[config.mk]
export PLATFORM = sky130hd
export DESIGN_NAME = bit_manipulation_unit
export DESIGN_NICKNAME = d
export VERILOG_FILES = /design/src/rtl/bit_manipulation_pkg.sv /design/src/rtl/bit_manipulation_unit.sv
export VERILOG_INCLUDE_DIRS = /design/src /design/src/rtl
export SDC_FILE = /design/constraint.sdc
export NUM_CORES = 1
export LEC_CHECK = 0
export BUFFER_PORTS_ARGS = -buffer_cell sky130_fd_sc_hd__buf_2
export CORE_ASPECT_RATIO = 1.1
export CORE_MARGIN = 5
export CORE_UTILIZATION = 54
export CTS_CLUSTER_SIZE = 10
export DETAILED_ROUTE_END_ITERATION = 8
export PLACE_DENSITY_LB_ADDON = 0.25
export SLEW_MARGIN = 40
export SYNTH_ARGS = -nofsm -noshare
export SYNTH_HDL_FRONTEND = slang
export SYNTH_SLANG_ARGS = --single-unit
[constraint.sdc]
create_clock -name core_clk_i -period 3.1 [get_ports core_clk_i]
set_input_delay 0.62 -clock core_clk_i [delete_from_list [all_inputs] [get_ports core_clk_i]]
set_output_delay 0.62 -clock core_clk_i [all_outputs]
set_load 0.01 [all_outputs]
[src/rtl/bit_manipulation_unit_regs.svh]
// width and reset constants of the bit manipulation unit
`ifndef BIT_MANIPULATION_UNIT_REGS_SVH
`define BIT_MANIPULATION_UNIT_REGS_SVH
`define BMU_DATA_W 8
`define BMU_BITNO_W 3
`define BMU_CARRY_RST 1'h0
`define BMU_ZERO_RST 1'h0
`define BMU_DATA_RST 8'h00
`endif

[src/rtl/bit_manipulation_pkg.sv]
// types shared by the bit manipulation unit
package bit_manipulation_pkg;
  typedef enum logic [3:0] {
    bit_set_op           = 4'h0,
    bit_clear_op         = 4'h1,
    bit_invert_op        = 4'h2,
    bit_test_op          = 4'h3,
    carry_and_bit_op     = 4'h4,
    carry_and_inv_bit_op = 4'h5,
    carry_or_bit_op      = 4'h6,
    carry_or_inv_bit_op  = 4'h7,
    carry_xor_bit_op     = 4'h8
  } bit_op_t;

  typedef struct packed {
    bit_op_t op;
    logic bit_from_reg;
    logic [2:0] bit_imm;
    logic [7:0] bit_reg;
  } bit_cmd_t;

  typedef enum logic [1:0] {
    st_idle   = 2'b00,
    st_read   = 2'b01,
    st_modify = 2'b10,
    st_write  = 2'b11
  } rmw_state_t;
endpackage : bit_manipulation_pkg

[src/rtl/bit_manipulation_unit.sv]
// single-bit operation datapath with read-modify-write sequencer
//
// What this block does
// - set selects bit to one, others kept
// - clear selects bit to zero, others kept
// - invert complements selected bit, others kept
// - test loads zero flag with inverted bit
// - bit number from immediate or register
// - carry becomes carry AND bit
// - carry becomes carry AND inverted bit
// - carry becomes carry OR bit
// - carry becomes carry OR inverted bit
// - carry becomes carry XOR bit
// - inverted carry ops take immediate only
// - set, clear, invert read-modify-write whole byte
`timescale 1ns/1ns
`include "bit_manipulation_unit_regs.svh"

module bit_manipulation_unit #(
  parameter int DATA_W = `BMU_DATA_W
) (
  input wire logic core_clk_i,
  input wire logic sys_rst_i,
  input wire logic clk_en_i,
  input wire logic start_i,
  input wire bit_manipulation_pkg::bit_cmd_t cmd_i,
  input wire logic carry_i,
  input wire logic zero_i,
  output logic busy_o,
  output logic done_o,
  output logic rd_req_o,
  input wire logic rd_valid_i,
  input wire logic [DATA_W-1:0] rd_data_i,
  output logic wr_req_o,
  output logic [DATA_W-1:0] wr_data_o,
  input wire logic wr_ack_i,
  output logic carry_o,
  output logic zero_o,
  output logic carry_we_o,
  output logic zero_we_o,
  output logic illegal_o
);

  // ---------------------------------------------------------------
  // elaboration check
  // ---------------------------------------------------------------
  // the bit number field and the masks assume a byte operand
  if (DATA_W != 8)
  begin : g_width_check
    $error("bit_manipulation_unit serves byte operands only");
  end

  // the bit number must reach every bit of the operand and no more
  if ((1 << `BMU_BITNO_W) != DATA_W)
  begin : g_bitno_check
    $error("bit number width does not match operand width");
  end

  // ---------------------------------------------------------------
  // helpers
  // ---------------------------------------------------------------
  function automatic logic [DATA_W-1:0] bit_mask(input logic [2:0] n);
    bit_mask = {{(DATA_W-1){1'b0}}, 1'b1} << n;
  endfunction : bit_mask

  function automatic logic writes_back(input bit_manipulation_pkg::bit_op_t op);
    writes_back = (op == bit_manipulation_pkg::bit_set_op) ||
                  (op == bit_manipulation_pkg::bit_clear_op) ||
                  (op == bit_manipulation_pkg::bit_invert_op);
  endfunction : writes_back

  // ---------------------------------------------------------------
  // state
  // ---------------------------------------------------------------
  bit_manipulation_pkg::rmw_state_t state_q;
  bit_manipulation_pkg::rmw_state_t state_d;
  bit_manipulation_pkg::bit_cmd_t cmd_q;
  logic [DATA_W-1:0] data_q;
  logic [DATA_W-1:0] data_d;
  logic carry_q;
  logic carry_d;
  logic zero_q;
  logic zero_d;
  logic carry_we_q;
  logic carry_we_d;
  logic zero_we_q;
  logic zero_we_d;
  logic done_q;
  logic done_d;
  logic illegal_q;
  logic illegal_d;

  // ---------------------------------------------------------------
  // decode
  // ---------------------------------------------------------------
  wire logic inv_op = (cmd_i.op == bit_manipulation_pkg::carry_and_inv_bit_op) ||
                      (cmd_i.op == bit_manipulation_pkg::carry_or_inv_bit_op);
  // inverted carry forms have no register bit-number variant
  wire logic cmd_bad = (inv_op && cmd_i.bit_from_reg) ||
                       (cmd_i.op > bit_manipulation_pkg::carry_xor_bit_op);
  wire logic [2:0] bit_no = cmd_q.bit_from_reg ? cmd_q.bit_reg[2:0] : cmd_q.bit_imm;
  wire logic [DATA_W-1:0] mask = bit_mask(bit_no);
  wire logic sel_bit = |(rd_data_i & mask);
  // state decodes shared by the outputs and the command capture
  wire logic in_idle = (state_q == bit_manipulation_pkg::st_idle);
  wire logic in_read = (state_q == bit_manipulation_pkg::st_read);
  wire logic in_write = (state_q == bit_manipulation_pkg::st_write);
  wire logic take = clk_en_i && in_idle && start_i;

  // ---------------------------------------------------------------
  // result selection
  // ---------------------------------------------------------------
  wire logic [DATA_W-1:0] set_val;
  wire logic [DATA_W-1:0] clr_val;
  wire logic [DATA_W-1:0] inv_val;

  // one slice per operand bit; only the selected slice differs from the read byte
  for (genvar i = 0; i < DATA_W; i++)
  begin : g_bit_slice
    assign set_val[i] = mask[i] ? 1'b1 : rd_data_i[i];
    assign clr_val[i] = mask[i] ? 1'b0 : rd_data_i[i];
    assign inv_val[i] = mask[i] ? ~rd_data_i[i] : rd_data_i[i];
  end

  // ---------------------------------------------------------------
  // flag results
  // ---------------------------------------------------------------
  // carry comes from the copy taken at start, so a moving flag input cannot leak in
  wire logic c_and = carry_q & sel_bit;
  wire logic c_andn = carry_q & ~sel_bit;
  wire logic c_or = carry_q | sel_bit;
  wire logic c_orn = carry_q | ~sel_bit;
  wire logic c_xor = carry_q ^ sel_bit;

  // ---------------------------------------------------------------
  // sequencer
  // ---------------------------------------------------------------
  // read waits for the operand byte; modify lets the flag pulse stand before done;
  // write holds the whole byte until it is accepted
  always_comb
  begin
    state_d = state_q;
    data_d = data_q;
    carry_d = carry_q;
    zero_d = zero_q;
    carry_we_d = 1'b0;
    zero_we_d = 1'b0;
    done_d = 1'b0;
    illegal_d = 1'b0;
    case (state_q)
      bit_manipulation_pkg::st_idle:
      begin
        if (start_i)
        begin
          // a refused command still answers with done so the caller never hangs
          if (cmd_bad)
          begin
            illegal_d = 1'b1;
            done_d = 1'b1;
          end
          else
          begin
            carry_d = carry_i;
            zero_d = zero_i;
            state_d = bit_manipulation_pkg::st_read;
          end
        end
      end
      bit_manipulation_pkg::st_read:
      begin
        if (rd_valid_i)
        begin
          state_d = bit_manipulation_pkg::st_modify;
          case (cmd_q.op)
            bit_manipulation_pkg::bit_set_op: data_d = set_val;
            bit_manipulation_pkg::bit_clear_op: data_d = clr_val;
            bit_manipulation_pkg::bit_invert_op: data_d = inv_val;
            bit_manipulation_pkg::bit_test_op:
            begin
              zero_d = ~sel_bit;
              zero_we_d = 1'b1;
            end
            bit_manipulation_pkg::carry_and_bit_op:
            begin
              carry_d = c_and;
              carry_we_d = 1'b1;
            end
            bit_manipulation_pkg::carry_and_inv_bit_op:
            begin
              carry_d = c_andn;
              carry_we_d = 1'b1;
            end
            bit_manipulation_pkg::carry_or_bit_op:
            begin
              carry_d = c_or;
              carry_we_d = 1'b1;
            end
            bit_manipulation_pkg::carry_or_inv_bit_op:
            begin
              carry_d = c_orn;
              carry_we_d = 1'b1;
            end
            bit_manipulation_pkg::carry_xor_bit_op:
            begin
              carry_d = c_xor;
              carry_we_d = 1'b1;
            end
            default: data_d = data_q;
          endcase
        end
      end
      bit_manipulation_pkg::st_modify:
      begin
        // whole byte goes back only for the writing ops
        if (writes_back(cmd_q.op))
        begin
          state_d = bit_manipulation_pkg::st_write;
        end
        else
        begin
          state_d = bit_manipulation_pkg::st_idle;
          done_d = 1'b1;
        end
      end
      bit_manipulation_pkg::st_write:
      begin
        if (wr_ack_i)
        begin
          state_d = bit_manipulation_pkg::st_idle;
          done_d = 1'b1;
        end
      end
      default: state_d = bit_manipulation_pkg::st_idle;
    endcase
  end

  always_ff @(posedge core_clk_i or posedge sys_rst_i)
  begin
    if (sys_rst_i)
    begin
      state_q <= bit_manipulation_pkg::st_idle;
      data_q <= `BMU_DATA_RST;
      carry_q <= `BMU_CARRY_RST;
      zero_q <= `BMU_ZERO_RST;
    end
    else if (clk_en_i)
    begin
      state_q <= state_d;
      data_q <= data_d;
      carry_q <= carry_d;
      zero_q <= zero_d;
    end
  end

  // one-cycle pulses; a low enable stretches them, so callers count enabled edges
  always_ff @(posedge core_clk_i or posedge sys_rst_i)
  begin
    if (sys_rst_i)
    begin
      carry_we_q <= 1'b0;
      zero_we_q <= 1'b0;
      done_q <= 1'b0;
      illegal_q <= 1'b0;
    end
    else if (clk_en_i)
    begin
      carry_we_q <= carry_we_d;
      zero_we_q <= zero_we_d;
      done_q <= done_d;
      illegal_q <= illegal_d;
    end
  end

  always_ff @(posedge core_clk_i or posedge sys_rst_i)
  begin
    if (sys_rst_i)
    begin
      cmd_q <= '0;
    end
    else if (take)
    begin
      // held for the whole sequence, so cmd_i may move once taken
      cmd_q <= cmd_i;
    end
  end

  // ---------------------------------------------------------------
  // outputs
  // ---------------------------------------------------------------
  // requests decode straight from the state, so they drop on the accepting edge
  assign busy_o = !in_idle;
  assign rd_req_o = in_read;
  assign wr_req_o = in_write;
  assign wr_data_o = data_q;
  assign carry_o = carry_q;
  assign zero_o = zero_q;
  assign carry_we_o = carry_we_q;
  assign zero_we_o = zero_we_q;
  assign done_o = done_q;
  assign illegal_o = illegal_q;

endmodule : bit_manipulation_unit

==> results of run 1 <==
==> routing by layer <==
layer	up-vias	share of wire, %
met5	-	0
met4	0	1.1
met3	6	4.8
met2	41	46
met1	818	48
li1	931	-
==> critical path: cells and delay by family, from the launching register on <==
family | cells | cell delay, ps
AND/OR/NAND/NOR | 4 | 890
flip-flops | 1 | 560
multiplexers | 1 | 450
AO/OA/AOI/OAI | 2 | 350
adder cells (fa/ha/maj) | 1 | 210
==> final cells by class <==
| cell class | count | area (sq um) |
|---|---|---|
| well taps | 50 | 62.6 |
| multi-input cells | 184 | 1290 |
| clock inverters | 1 | 7.51 |
| flip-flops and latches | 27 | 676 |
| fillers | 335 | 1320 |
| repair buffers | 45 | 230 |
| inverters | 23 | 86.3 |
| clock buffers | 3 | 41.3 |
==> power by group <==
group,internal [mW],switching (mW)
Clock,0.0913,0.117
Sequential,0.512,0.220
Combinational,0.581,0.693
Total,1.18,1.03
==> synthesized netlist by cell type, types with 4 or more instances <==
master,n
o21ai_1,4
dfrtp_1,27
mux2_1,14
nand3_1,6
buf_2,5
nand2_1,22
nor2b_1,5
o22ai_1,9
a31oi_1,11
mux2i_1,10
clkbuf_1,7
nand2b_1,5
ha_1,24
nor2_1,27
inv_1,22
a21oi_1,20
==> state kept, by name, indices dropped and copies added (netlist names) <==
name and flops:
carry_o 1, carry_we_o 1, cmd_q 11, done_o 1, illegal_o 1, state_q 2
wr_data_o 8, zero_o 1, zero_we_o 1
==> cells by family after synthesis <==
family,share of synthesized area [%]
simple gates,16.5
flops,32.0
mux,12.7
compound gates,17.1
xor+xnor,0.415
buf+inv,7.05
fa+ha+maj,14.2
==> cells in the final DEF (no fill, tap or decap), types with 3 or more instances in the layout <==
cell type / synthesis / final
a31oi_1: 11 / 11
nor4_1: 3 / 3
mux2i_1: 10 / 10
a21oi_1: 20 / 20
o22ai_1: 9 / 9
nand3_1: 6 / 6
nand2_1: 22 / 22
mux2_1: 14 / 14
inv_1: 22 / 21
nor2_1: 27 / 27
ha_1: 24 / 24
buf_2: 5 / 43
o21ai_0: 3 / 3
nor2b_1: 5 / 5
o21ai_1: 4 / 4
dfrtp_1: 27 / 27
nand2b_1: 5 / 5
clkbuf_8: 0 / 3
==> stage by stage <==
stage,hold WS [ps],std cells
floorplan,473,248
global placement,468,329
detailed placement,472,329
CTS,395,333
global route,417,333
finish,373,333
==> how the worst min path moves through the flow <==
stage / start / endpoint
after global placement: zero_o / zero_o
after detailed placement: zero_o / zero_o
after global routing: sys_rst_i / done_o
final: sys_rst_i / done_o
after floorplan: cmd_q[9] / cmd_q[9]
after CTS: sys_rst_i / done_o
==> flow_summary.yaml, run 1 <==
grt:
  busiest_layer: "met2"
  use_met2_pct: 30.0
  grt-ovfl-total: 0
  grtUsageMet3_pct: 2.64
  grt_pass1_wl_microns: 7460
  grt_pass1_vias: 1698
  grt_usage_pct: 17.1
  grt_max_degree: 28
  grt_use_met1_pct: 22.1
  antenna_found_initial: 0
yosys:
  synth_largest_area_cell: "dfrtp_1"
  synth.top_cell.area_share_pct: 32.0
  synth-seq-cells: 27
  ys_async_sr_fraction_pct: 100
  ys_warn_count: 0
  netlist_instances: 248
  synthesis.nets: 304
  synth_cell_types: 39
  synth_edf_count: 0
  syn_area_sq_um: 2110
  synth_top_cells_by_area: "dfrtp_1 32%, ha_1 14%, mux2_1 7.5%, nor2_1 4.8%, a21oi_1 4.7%"
  syn_area_per_cell_sq_um: 8.52
  yosysSeqAreaShare_pct: 32.0
  synth_ff_type: "dfrtp_1"
drt:
  drc: 0
  via_count: 1796
  ant_nets: 0
  viasPerCell: 5.39
  drt_iter0_markers: 82
  routed_wl_microns: 4110
  firstDrtPassIters: 4
  route.detailed.wl_per_inst_microns: 12.3
outcome:
  status: "completed"
setup_path:
  critPathArrivalTime_ps: 2730
  crit_required_ps: 3320
  critPathCapture: "carry_o"
  cp-end-kind: "flip-flop"
  reg2reg_from: "cmd_q[11]"
  path_class: "reg -> reg"
  crit_path_start: "cmd_q[11]"
  slowest_delay_ps: 560
  timing.rr.end: "carry_o"
  rrSetupSlack_ps: 600
  r2r.worst_path.cells: 8
  cp_common_cell: "nor4_1"
  path_max_fanout: 12
  crit_chain: "mux2i_1, nor2_1, ha_1, nor4_1, nand2_1, o211a_1, nor4_1, o31a_1"
  cp-start-kind: "flip-flop"
  cp_slowest_cell: "dfrtp_1"
hold_path:
  min_path_type: "in -> async"
sta:
  fmax_ghz: 0.399
  fin_crit_sh_pct: 80.8
  slew-limit-headroom_pct: 55.1
  rsz0062_at_grt: "false"
  skew_ps: 10.2
  setup_viol: 0
  worstMarginPinSlew_ps: 674
  tns_ps: 0
  post-route-min-period_ps: 2500
  fin_ws_ps: 597
  drv_slew: 0
  final-hold-violation-count: 0
finish:
  n_antenna_cell: 0
  drive_gt1_share_pct: 18.7
  area_delta_synth_final_pct: 13.2
  post-route-util_pct: 64.4
  stdcell_area_sq_um: 2390
  nets: 340
placement:
  numPortBuffers: 43
  place_hpwl_microns: 3150
  globalplace.congestion: 0.789
  place_area_sq_um: 2340
  post-place-ws_ps: 579
clocking:
  tritoncts: "done"
  cts_max_level: 1
  ctsHoldBuffers: 0
  cts-root-buf: "clkbuf_8"
  clk_pin_slew_ps: 100
  cts_buffers: 3
  insertion_delay_ps: 280
  clock-sinks: 27
  cts_buffer_depth: 2
  ctsResizeCount: 0
  postCtsSetupBuffers: 0
pwr:
  power_density_nw_per_um2: 926
  power.total_mw: 2.21
  leakagePower_nw: 1.22
  ir_drop_v: 0.000473
floorplan:
  initial_utilization_pct: 56.9
  fp.dieH_microns: 75.6
  core-area_sq_um: 3710
  ios: 49
  row_count: 23
  die_area_sq_um: 5260
  die_x_microns: 69.6
flow_run:
  drv_cap: 0
Note: power is estimated with default switching activity, not from simulation.
==> run 2, diff against run 1 <==
Clock period 3.1 ns to 2.4 ns, I/O delays scaled along.
==> run 2 against run 1 <==
Clock power increased by 30%; die area unchanged; via count increased by 0.72%; register-to-register slack got worse by 500 ps; critical endpoint unchanged; largest cell class unchanged.
==> flow_summary.yaml, run 2 (same netlist as run 1, synthesis figures left out) <==
outcome:
  status: "completed"
sta:
  drv_slew: 0
  skew_ps: 10.1
  post-route-min-period_ps: 2300
  fmax_ghz: 0.435
  slew-limit-headroom_pct: 68.6
  setup_viol: 0
  final-hold-violation-count: 0
  rsz0062_at_grt: "false"
  fin_crit_sh_pct: 95.8
  tns_ps: 0
  worstMarginPinSlew_ps: 471
clocking:
  tritoncts: "done"
  cts_max_level: 1
  insertion_delay_ps: 280
  cts-root-buf: "clkbuf_8"
  cts_buffers: 3
  cts_buffer_depth: 2
  clock-sinks: 27
  clk_pin_slew_ps: 100
grt:
  grt_max_degree: 28
  grt-ovfl-total: 0
  grt_usage_pct: 16.9
  antenna_found_initial: 0
  grt_pass1_vias: 1749
  grt_pass1_wl_microns: 7370
setup_path:
  cp_common_cell: "nor4_2"
  crit_required_ps: 2580
  cp-start-kind: "flip-flop"
  cp-end-kind: "flip-flop"
  critPathTopFamily: "simple AND/OR/NAND/NOR gates"
  path_max_fanout: 6
  rrSetupSlack_ps: 100
  critPathBufInv: 1
  cp_slowest_cell: "dfrtp_2"
  crit_chain: "mux2_1, nand2_1, inv_1, ha_1, nor4_2, nand2_2, a31oi_4, nor4_2, o31a_1"
  slowest_delay_ps: 460
  crit_path_start: "cmd_q[11]"
  path_class: "reg -> reg"
  reg2reg_from: "cmd_q[11]"
  critPathArrivalTime_ps: 2480
floorplan:
  row_count: 23
  core-area_sq_um: 3710
  fp.dieH_microns: 75.6
  initial_utilization_pct: 56.9
  ios: 49
  die_area_sq_um: 5260
  die_x_microns: 69.6
finish:
  nets: 345
  largest_register_ffs: 11
  multiInputGateArea_sq_um: 1340
  final.fill_count: 311
  top_register: "cmd_q"
  n_antenna_cell: 0
  final-seq-area_sq_um: 677
  final_cells: 338
  drive_gt1_share_pct: 23.3
  area_delta_synth_final_pct: 17.5
  layout_common_cells: "43 x buf_2, 27 x nor2_1, 26 x dfrtp_1"
  layout_commonest_cell: "buf_2"
drt:
  ant_nets: 0
  via_count: 1809
  routed_wl_microns: 4170
  route.detailed.wl_per_inst_microns: 12.3
  drt_iter0_markers: 74
  viasPerCell: 5.35
  firstDrtPassIters: 4
  drc: 0
pwr:
  ir_drop_v: 0.000729
  power_density_nw_per_um2: 1240
  power.total_mw: 3.08
  leakagePower_nw: 1.26
placement:
  numPortBuffers: 43
  globalplace.congestion: 0.827
  place_inst: 334
  place_hpwl_microns: 3140
hold_path:
  min_path_type: "in -> async"
flow_run:
  drv_cap: 0
run 2: cell types whose count changed in the layout (fill, tap and decap cells not counted), sizes merged:
cell | previous run | this run
buf | 45 | 50
run 2: area by class of cell:
class | instances | share of cell area [%]
clock buffer | 3 | 1.66
tap | 50 | 2.52
timing repair buffer | 50 | 10.8
inverter | 23 | 3.48
sequential | 27 | 27.3
clock inverter | 1 | 0.302
multi-input combinational | 184 | 54.0
run 2: repair_timing:
action / 4_1_cts / 5_1_grt
setup buffers: 0 / 0
hold buffers: 0 / 0
endpoints found under the setup margin: 1 / 1
pin swaps: 0 / 5
endpoints found under the hold margin: 0 / 0
gates resized for setup: 2 / 9
run 2: worst paths after layout:
path / end / cells after the start
max: carry_o / 9
min: done_o / 3
max reg2reg: carry_o / 9
min reg2reg: zero_o / 1
max in group asynchronous: cmd_q[11] / 3
min in group core_clk_i: cmd_q[9] / 2
run 2: worst reg2reg max path, cell delays in order, from the launching register on:
cell and delay [ps]:
dfrtp_2 460, mux2_1 360, nand2_1 120, inv_1 60
ha_1 180, nor4_2 300, nand2_2 170, a31oi_4 190
nor4_2 70, o31a_1 290
run 2: through the flow:
stage          setup slack (ps)  hold slack, ps  util (%)  area [sq um]
3_5_place_dp               17.7             471      64.1          2380
5_1_grt                    1.50             276      66.9          2480
6_report                    101             230      66.9          2480
4_1_cts                    38.5             242      65.6          2430
3_3_place_gp               52.6             469      64.1          2380
2_1_floorplan               126             473         -          2110
run 2: metal layers:
| metal | up-vias | GRT usage (%) | routed length [microns] |
|---|---|---|---|
| li1 | 939 | - | - |
| met1 | 828 | 22.0 | 2000 |
| met2 | 38 | 29.2 | 1900 |
| met3 | 4 | 3.17 | 225 |
| met4 | 0 | 4.89 | 35 |
| met5 | - | 0 | 0 |
run 2: power breakdown:
group	leakage [nW]	switching [mW]	internal, mW
sequential	0.327	0.241	0.665
combinational	0.908	1.02	0.883
clock	0.0217	0.154	0.118
